### src/hdl/rssc_pkg.sv
// Constants, field layout and states for the rail strobe slot configuration block.
// Assumes a two-wire serial control port and a same-clock sequencer timing engine.
//
// Contract
// - Slot register 0x23 resets 0x37; bits 7-4 rail four, 3-0 rail three.
// - Four-bit codes 3h..Ah enable the rail at the strobe equal to the code.
// - Four-bit codes 0h..2h leave the rail outside sequencer control.
// - Four-bit codes Bh..Fh leave the rail outside sequencer control.
// - Backup register 0x24 resets zero; bits 5-4 rail six, 1-0 rail five.
// - Backup code 1h enables that backup rail at strobe one.
// - Backup code 2h enables that backup rail at strobe two.
// - Backup codes 0h and 3h leave that backup rail uncontrolled.
// - Strobes one and two run only while the freshness seal flag is zero.
// - With the seal broken, backup rails five and six are never disabled.
package rssc_pkg;

    localparam logic [7:0] RSSC_SLOT_B_ADDR = 8'h23;
    localparam logic [7:0] RSSC_SLOT_B_RST = 8'h37;
    localparam logic [7:0] RSSC_BACKUP_ADDR = 8'h24;
    localparam logic [7:0] RSSC_BACKUP_RST = 8'h00;
    localparam logic [7:0] RSSC_BACKUP_WMASK = 8'h33;

    localparam int RSSC_RAIL_FOUR_LSB = 4;
    localparam int RSSC_RAIL_THREE_LSB = 0;
    localparam int RSSC_BK_SIX_LSB = 4;
    localparam int RSSC_BK_FIVE_LSB = 0;

    localparam logic [3:0] RSSC_MAIN_FIRST = 4'h3;
    localparam logic [3:0] RSSC_MAIN_LAST = 4'ha;
    localparam logic [3:0] RSSC_BK_FIRST = 4'h1;
    localparam logic [3:0] RSSC_BK_LAST = 4'h2;
    localparam logic [3:0] RSSC_SEAL_GATED_LAST = 4'h2;

    localparam logic [2:0] RSSC_BIT_LAST = 3'h7;
    localparam logic [6:0] RSSC_DEV_ADDR_DFLT = 7'h5a;

    typedef enum logic [3:0] {
        RSSC_IDLE,
        RSSC_ADDR,
        RSSC_ADDR_ACK,
        RSSC_SUB,
        RSSC_SUB_ACK,
        RSSC_WDATA,
        RSSC_WDATA_ACK,
        RSSC_RDATA,
        RSSC_RDATA_ACK
    } rssc_state_e;

endpackage : rssc_pkg

### src/hdl/rssc_sync2.sv
// Two flip-flop synchroniser for pin inputs.
// Assumes the inputs are slow levels compared with the clock.
`timescale 1ns/1ps
`default_nettype none
module rssc_sync2 #(
    parameter int W = 2
) (
    // Clock and reset
    input wire logic ref_clk,
    input wire logic rst_n,
    // Data
    input wire logic [W-1:0] d,
    output logic [W-1:0] q
);
    logic [W-1:0] meta_r;

    // Idle high matches an undriven open-drain bus.
    always_ff @(posedge ref_clk) begin
        if (!rst_n) begin
            meta_r <= '1;
            q <= '1;
        end else begin
            meta_r <= d;
            q <= meta_r;
        end
    end
endmodule : rssc_sync2
`default_nettype wire

### src/hdl/rssc_slot_decode.sv
// Decodes one rail slot field against the strobe being executed.
// Assumes codes outside the window FIRST..LAST mean no sequencer control.
`timescale 1ns/1ps
`default_nettype none
module rssc_slot_decode
    import rssc_pkg::*;
#(
    parameter logic [3:0] FIRST = RSSC_MAIN_FIRST,
    parameter logic [3:0] LAST = RSSC_MAIN_LAST
) (
    // Slot field, zero extended
    input wire logic [3:0] code,
    // Current strobe
    input wire logic [3:0] strobe_num,
    output logic hit
);
    wire in_window = (code >= FIRST) && (code <= LAST);

    assign hit = in_window && (code == strobe_num);
endmodule : rssc_slot_decode
`default_nettype wire

### src/hdl/rssc_top.sv
// Rail strobe slot registers behind a two-wire serial port, and the rail enables they steer.
// Assumes the timing engine presents strobes on ref_clk, one pulse per strobe step.
`timescale 1ns/1ps
`default_nettype none
module rssc_top
    import rssc_pkg::*;
#(
    parameter logic [6:0] DEV_ADDR = RSSC_DEV_ADDR_DFLT
) (
    // Clock and reset
    input wire logic ref_clk,
    input wire logic rst_n,
    // Serial control port
    input wire logic scl_in,
    input wire logic sda_in,
    output logic sda_out,
    output logic sda_oe,
    // Sequencer timing engine
    input wire logic strobe_valid,
    input wire logic [3:0] strobe_num,
    input wire logic strobe_down,
    input wire logic freshness_seal_flag,
    // Rail enables
    output logic rail_three_en,
    output logic rail_four_en,
    output logic backup_rail_five_en,
    output logic backup_rail_six_en
);
    // Pin synchronisation; edges are taken after the second stage only.
    logic [1:0] pins_s;
    logic scl_d_r;
    logic sda_d_r;

    rssc_sync2 #(.W(2)) u_sync (
        .ref_clk(ref_clk),
        .rst_n(rst_n),
        .d({scl_in, sda_in}),
        .q(pins_s)
    );

    wire scl_s = pins_s[1];
    wire sda_s = pins_s[0];
    wire scl_rise = scl_s && !scl_d_r;
    wire scl_fall = !scl_s && scl_d_r;
    wire start_cond = scl_s && scl_d_r && sda_d_r && !sda_s;
    wire stop_cond = scl_s && scl_d_r && !sda_d_r && sda_s;

    // Registers and serial engine state.
    logic [7:0] slot_pair_b_r;
    logic [7:0] backup_pair_r;
    logic [7:0] sub_r;
    logic [7:0] shift_r;
    logic [2:0] bit_r;
    logic rd_mode_r;
    logic master_ack_r;
    logic rise_seen_r;
    rssc_state_e state_r;
    rssc_state_e state_nxt;
    logic sda_oe_r;
    logic [3:0] rail_en_r;

    function automatic logic [7:0] read_reg(input logic [7:0] a, input logic [7:0] pb,
                                            input logic [7:0] bk);
        if (a == RSSC_SLOT_B_ADDR) begin
            read_reg = pb;
        end else if (a == RSSC_BACKUP_ADDR) begin
            read_reg = bk & RSSC_BACKUP_WMASK;
        end else begin
            read_reg = 8'h00;
        end
    endfunction : read_reg

    wire [7:0] rd_word = read_reg(sub_r, slot_pair_b_r, backup_pair_r);
    wire [7:0] rx_byte = {shift_r[6:0], sda_s};
    wire byte_end = scl_fall && (bit_r == RSSC_BIT_LAST);
    wire addr_match = (shift_r[7:1] == DEV_ADDR);
    wire wr_commit = (state_r == RSSC_WDATA) && byte_end;
    wire wr_slot_b = wr_commit && (sub_r == RSSC_SLOT_B_ADDR);
    wire wr_backup = wr_commit && (sub_r == RSSC_BACKUP_ADDR);

    // Transfer sequencing. A start or stop always wins over the byte flow.
    always_comb begin
        state_nxt = state_r;
        case (state_r)
            RSSC_IDLE: begin
                state_nxt = RSSC_IDLE;
            end
            RSSC_ADDR: begin
                if (byte_end) begin
                    state_nxt = addr_match ? RSSC_ADDR_ACK : RSSC_IDLE;
                end
            end
            RSSC_ADDR_ACK: begin
                if (scl_fall) begin
                    state_nxt = rd_mode_r ? RSSC_RDATA : RSSC_SUB;
                end
            end
            RSSC_SUB: begin
                if (byte_end) begin
                    state_nxt = RSSC_SUB_ACK;
                end
            end
            RSSC_SUB_ACK: begin
                if (scl_fall) begin
                    state_nxt = RSSC_WDATA;
                end
            end
            RSSC_WDATA: begin
                if (byte_end) begin
                    state_nxt = RSSC_WDATA_ACK;
                end
            end
            RSSC_WDATA_ACK: begin
                if (scl_fall) begin
                    state_nxt = RSSC_WDATA;
                end
            end
            RSSC_RDATA: begin
                if (byte_end) begin
                    state_nxt = RSSC_RDATA_ACK;
                end
            end
            RSSC_RDATA_ACK: begin
                if (scl_fall) begin
                    state_nxt = master_ack_r ? RSSC_RDATA : RSSC_IDLE;
                end
            end
            default: begin
                state_nxt = RSSC_IDLE;
            end
        endcase
        if (stop_cond) begin
            state_nxt = RSSC_IDLE;
        end
        if (start_cond) begin
            state_nxt = RSSC_ADDR;
        end
    end

    // Which states pull the data line low.
    wire ack_drive = (state_nxt == RSSC_ADDR_ACK) || (state_nxt == RSSC_SUB_ACK) ||
                     (state_nxt == RSSC_WDATA_ACK);
    wire rd_load = scl_fall && (state_nxt == RSSC_RDATA) && (state_r != RSSC_RDATA);
    wire [7:0] tx_src = rd_load ? rd_word : {shift_r[6:0], 1'b0};
    wire rd_drive = (state_nxt == RSSC_RDATA) && !tx_src[7];

    always_ff @(posedge ref_clk) begin
        if (!rst_n) begin
            scl_d_r <= 1'b1;
            sda_d_r <= 1'b1;
            state_r <= RSSC_IDLE;
            bit_r <= 3'h0;
            shift_r <= 8'h00;
            sub_r <= 8'h00;
            rd_mode_r <= 1'b0;
            master_ack_r <= 1'b0;
            rise_seen_r <= 1'b0;
            sda_oe_r <= 1'b0;
        end else begin
            scl_d_r <= scl_s;
            sda_d_r <= sda_s;
            state_r <= state_nxt;
            // The clock fall that closes a start carries no bit, so it must not be counted.
            if (start_cond) begin
                rise_seen_r <= 1'b0;
            end else if (scl_rise) begin
                rise_seen_r <= 1'b1;
            end
            if (start_cond || scl_fall && state_nxt != state_r) begin
                bit_r <= 3'h0;
            end else if (scl_fall && rise_seen_r) begin
                bit_r <= bit_r + 3'h1;
            end
            if (scl_rise && state_r != RSSC_RDATA) begin
                shift_r <= rx_byte;
            end else if (scl_fall && state_nxt == RSSC_RDATA) begin
                shift_r <= (state_r == RSSC_RDATA) ? {shift_r[6:0], 1'b0} : rd_word;
            end
            if (scl_rise && state_r == RSSC_ADDR && bit_r == RSSC_BIT_LAST) begin
                rd_mode_r <= sda_s;
            end
            if (scl_rise && state_r == RSSC_RDATA_ACK) begin
                master_ack_r <= !sda_s;
            end
            if (byte_end && state_r == RSSC_SUB) begin
                sub_r <= shift_r;
            end else if (wr_commit || (byte_end && state_r == RSSC_RDATA)) begin
                sub_r <= sub_r + 8'h01;
            end
            if (scl_fall || start_cond || stop_cond) begin
                sda_oe_r <= ack_drive || (scl_fall && rd_drive);
            end
        end
    end

    // Slot registers; the shift register holds the full data byte at the commit edge.
    always_ff @(posedge ref_clk) begin
        if (!rst_n) begin
            slot_pair_b_r <= RSSC_SLOT_B_RST;
            backup_pair_r <= RSSC_BACKUP_RST;
        end else begin
            if (wr_slot_b) begin
                slot_pair_b_r <= shift_r;
            end
            if (wr_backup) begin
                backup_pair_r <= shift_r & RSSC_BACKUP_WMASK;
            end
        end
    end

    // Per-rail slot codes, zero extended so one decoder serves both field widths.
    logic [3:0] rail_code [4];
    assign rail_code[0] = slot_pair_b_r[RSSC_RAIL_THREE_LSB +: 4];
    assign rail_code[1] = slot_pair_b_r[RSSC_RAIL_FOUR_LSB +: 4];
    assign rail_code[2] = {2'b00, backup_pair_r[RSSC_BK_FIVE_LSB +: 2]};
    assign rail_code[3] = {2'b00, backup_pair_r[RSSC_BK_SIX_LSB +: 2]};

    // Early strobes belong to first power-up of the backup domain only.
    wire strobe_gated = freshness_seal_flag && (strobe_num <= RSSC_SEAL_GATED_LAST);
    wire strobe_go = strobe_valid && !strobe_gated;
    logic [3:0] rail_hit;

    genvar g;
    generate
        for (g = 0; g < 4; g++) begin : g_rail
            localparam logic [3:0] FIRST_C = (g < 2) ? RSSC_MAIN_FIRST : RSSC_BK_FIRST;
            localparam logic [3:0] LAST_C = (g < 2) ? RSSC_MAIN_LAST : RSSC_BK_LAST;
            localparam bit IS_BACKUP = (g >= 2);

            rssc_slot_decode #(.FIRST(FIRST_C), .LAST(LAST_C)) u_dec (
                .code(rail_code[g]),
                .strobe_num(strobe_num),
                .hit(rail_hit[g])
            );

            // A broken seal keeps the backup domain alive through any power-down.
            wire hold_on = IS_BACKUP && freshness_seal_flag;

            always_ff @(posedge ref_clk) begin
                if (!rst_n) begin
                    rail_en_r[g] <= 1'b0;
                end else if (strobe_go && rail_hit[g]) begin
                    rail_en_r[g] <= !strobe_down || hold_on;
                end
            end
        end
    endgenerate

    assign sda_out = 1'b0;
    assign sda_oe = sda_oe_r;
    assign rail_three_en = rail_en_r[0];
    assign rail_four_en = rail_en_r[1];
    assign backup_rail_five_en = rail_en_r[2];
    assign backup_rail_six_en = rail_en_r[3];
endmodule : rssc_top
`default_nettype wire

### config.mk
export PLATFORM = sky130hd
export DESIGN_NAME = rssc_top
export DESIGN_NICKNAME = d
export VERILOG_FILES = /design/src/hdl/rssc_pkg.sv /design/src/hdl/rssc_sync2.sv /design/src/hdl/rssc_slot_decode.sv /design/src/hdl/rssc_top.sv
export SDC_FILE = /design/constraint.sdc
export NUM_CORES = 1
export LEC_CHECK = 0
export BUFFER_PORTS_ARGS = -buffer_cell sky130_fd_sc_hd__buf_4
export CORE_UTILIZATION = 45
export CTS_BUF_LIST = sky130_fd_sc_hd__clkbuf_4 sky130_fd_sc_hd__clkbuf_8
export CTS_CLUSTER_SIZE = 28
export DETAILED_ROUTE_END_ITERATION = 7
export PLACE_DENSITY = 0.61
export SYNTH_ARGS = -nofsm -noshare
export SYNTH_HDL_FRONTEND = slang
export SYNTH_SLANG_ARGS = --single-unit
### constraint.sdc
create_clock -name ref_clk -period 5.6 [get_ports ref_clk]
set_input_delay 0.28 -clock ref_clk [delete_from_list [all_inputs] [get_ports ref_clk]]
set_output_delay 0.28 -clock ref_clk [all_outputs]
set_load 0.01 [all_outputs]
==> metrics.md <==
| Metric | Value |
|---|---|
| Status | complete, no violations |
| CTS tree | done |
| FF/Latch Area | 981 sq um |
| RSZ-0062 raised after global routing | no |
| Crit path max-delay family | simple AND/OR/NAND/NOR gates |
| Final worst-path cycle share | 0.462 |
| Synth area leaders | dfxtp_1, mux2i_1, nor2_1, a21oi_1, nand2_1 |
| Net total in the final layout | 330 |
| Initial Util | 0.476 |
| DR pass1 iterations | 4 |
| Final Cell Area | 0.00288 sq mm |
| Netlist cell types | 68 |
| Crit-path slowest cell | a2111oi_4 |
| Dpl cell area | 0.00278 sq mm |
| Clock Tree Root | clkbuf_8 |
| CP peak stage delay | 0.52 ns |
| Arrival time of the worst setup path | 2.78 ns |
| Gpl congestion | 0.925 |
| Peak supply drop | 0.000131 V |
| Drt total wl | 6170 um |
| Met1 WL | 3050 um |
| ANT nets after route | 0 |
| Die Footprint | 0.00628 sq mm |
| Leakage | 1.10 nW |
| Die Y | 79.3 um |
| Register area share after synthesis | 0.365 |
| PwrDens | 215 mW/mm^2 |
| Hold Vio Cnt, Final | 0 |
| H-tree levels | 2 |
| Sink Count | 49 |
| Site Rows | 27 |
| Vias in the first global route | 2085 |
| Post-DR vias/cell | 5.94 |
| Simple-gate share of the synthesized area | 0.252 |
| Largest net degree at the start of global routing | 27 |
| Number of DRC markers in iteration 0 | 220 |
| Crit path top cell by count | ha_1 |
| Post-synth top area cell | dfxtp_1 |
| First-pass GRT wire length | 10500 um |
| Post-CTS Hold Buffers | 0 |
| Worst-margin pin slew | 0.739 ns |
| WP buf/inv | 0 |
| Mapped Cells | 307 |
| Half-perimeter wire length after placement | 4440 um |
| # diodes | 0 |
| Clock period minus worst slack | 2.59 ns |
| Core region area | 0.00564 sq mm |
| Initial antenna violation count | 0 |
| Rel. slew slack | 0.507 |
| Synth Area in Compound Gates | 0.217 |
| CP startpoint kind | register |
| Synth Area in XOR/XNOR | 0.0391 |
| WL met2 | 2720 um |
| Syn avg cell area | 8.75 sq um |
| Final Setup Violations | 0 |
| Total CTS buffers | 5 |
| Clock Latency Late Sink | 0.31 ns |
| Multi-input gate area | 0.00157 sq mm |
| Area growth syn-to-layout | 7.13% |
| Clk buf depth | 2 |
| Syn Nets | 322 |
| Hold WS | 0.149 ns |
| Place WS | 3.04 ns |
| Post-CTS Setup Bufs | 0 |
| Async S/R FF share, synth | 0 |
| Residual DRC count | 0 |
| Power Total | 619 uW |
| Post-CTS Resized | 0 |
| Post-synthesis mux area share | 0.0559 |
| Gr ovfl total | 0 |
| Crit end category | register |
| YS warnings | 0 |
| Die Wd | 79.3 um |
| Final setup margin | 3.01 ns |
| Largest family of logic cells by synthesized area | simple AND/OR/NAND/NOR gates |
| Post-Synth Adder-Cell Area | 0.0186 |
| Most common flop cell mapped by yosys | dfxtp_1 |
| Fraction of layout cells with a size suffix above 1 | 0.117 |
| PortBufs | 15 |
| Critical path required time | 5.79 ns |
| Area share of the largest cell type after synthesis | 0.365 |
| CP Class | register to register |
| Fillers | 537 |
| Metal3 WL | 343 um |
| Synth Register Bits | 49 |
| HP Class | input port to register |
| Fmax | 387 MHz |
| Max FO, Critical Path | 9 |
| Top routing layer in use | met4 |
| Vias post-DR | 2306 |
| Gr usage total | 0.212 |
| Post-Route Setup TNS | 0 ns |
| Max-cap violations | 0 |
| WL per Instance | 15.9 um |
| Fin. max-slew vios | 0 |
| Boundary Pins | 17 |
| Final Skew | 0.00715 ns |
| Cell chain of the critical path | ha_1, ha_1, and4b_1, or2_2, a2bb2oi_1, a2111oi_4, or2_1, a21oi_1 |
| Post-synth EDFFs | 0 |
| Reg clk slew, reported paths | 0.10 ns |
| Mapped Area | 0.00269 sq mm |
==> layer usage <==
| layer | global-route usage | vias up |
|---|---|---|
| li1 | - | 1150 |
| met1 | 0.304 | 1080 |
| met2 | 0.327 | 71 |
| met3 | 0.0379 | 5 |
| met4 | 0.0527 | 0 |
| met5 | 0 | - |
==> layout make-up <==
class,count,share of cell area
multi-input combinational,236,0.545
timing repair buffer,15,0.0391
clock buffer,5,0.0239
inverter,8,0.0104
clock inverter,3,0.00913
sequential,49,0.341
tap,72,0.0313
==> flip-flops by register name, indices dropped and copies added, names as in the netlist <==
| register | cells |
|---|---|
| rail_three_en | 1 |
| backup_rail_five_en | 1 |
| slot_pair_b_r | 8 |
| sub_r | 8 |
| state_r | 4 |
| backup_rail_six_en | 1 |
| rail_four_en | 1 |
| master_ack_r | 1 |
| u_sync.meta_r | 2 |
| sda_oe | 1 |
| u_sync.q | 2 |
| sda_d_r | 1 |
| shift_r | 8 |
| rise_seen_r | 1 |
| backup_pair_r | 4 |
| rd_mode_r | 1 |
| bit_r | 3 |
| scl_d_r | 1 |
==> per-stage QoR <==
step / instances / util
after floorplan: 307 / -
after global placement: 380 / 0.493
after detailed placement: 380 / 0.493
after CTS: 388 / 0.510
after global routing: 388 / 0.510
final: 388 / 0.510
==> final timing paths <==
path / from / to / slack, ns / cells past startpoint
worst max-delay path: bit_r[0]$_SDFFE_PP0P_ / shift_r[4]$_SDFFE_PN0P_ / 3.01 / 8
worst min-delay path: sda_in / u_sync.meta_r[0]$_SDFF_PN1_ / 0.15 / 2
worst max register to register: bit_r[0]$_SDFFE_PP0P_ / shift_r[4]$_SDFFE_PN0P_ / 3.01 / 8
worst min register to register: u_sync.meta_r[1]$_SDFF_PN1_ / u_sync.q[1]$_SDFF_PN1_ / 0.42 / 1
==> power breakdown <==
| part | total [mW] | internal (mW) | switching (mW) |
|---|---|---|---|
| Combinational | 0.0401 | 0.0172 | 0.0229 |
| Clock | 0.219 | 0.0910 | 0.128 |
| Sequential | 0.360 | 0.353 | 0.00723 |
| Total | 0.619 | 0.461 | 0.158 |
==> logic make-up (layout without fill, tap and decap cells) <==
| kind of cell | count (synthesis) | count (layout) |
|---|---|---|
| AOI/OAI and AO/OA | 81 | 81 |
| xor gates and xnor gates | 12 | 12 |
| adders and majority gates | 4 | 4 |
| buffers and inverters | 22 | 31 |
| DFF | 49 | 49 |
| muxes | 15 | 15 |
| other | 1 | 1 |
| and+or+nand+nor | 123 | 123 |
==> cells in the mapped netlist (2+ instances only) <==
library cell / n
or2_2: 3
buf_6: 5
a22oi_1: 7
o221ai_1: 3
nor4bb_1: 4
xor2_1: 8
and2b_2: 2
ha_1: 4
nand2b_1: 10
nand4_1: 3
nor2_1: 33
a222oi_1: 3
nor2b_1: 2
o21ai_0: 12
xnor2_1: 4
clkbuf_1: 5
mux2i_1: 15
buf_2: 2
nand3_1: 8
nand3b_1: 2
o31a_1: 2
o31ai_1: 8
a21boi_0: 3
inv_1: 8
a21oi_1: 22
or3_1: 3
a211oi_1: 4
and3_1: 5
nand2_1: 20
nand4b_1: 2
dfxtp_1: 49
nor3_1: 10
==> placed cells by master (no fill, tap or decap), types with 7 or more instances in the layout <==
cell type	count
o21ai_0	12
a21oi_1	22
dfxtp_1	49
nor3_1	10
a22oi_1	7
nand2_1	20
nand3_1	8
xor2_1	8
o31ai_1	8
inv_1	8
nor2_1	33
mux2i_1	15
nand2b_1	10
buf_4	15
No activity file was read; power rests on OpenSTA's default activity.
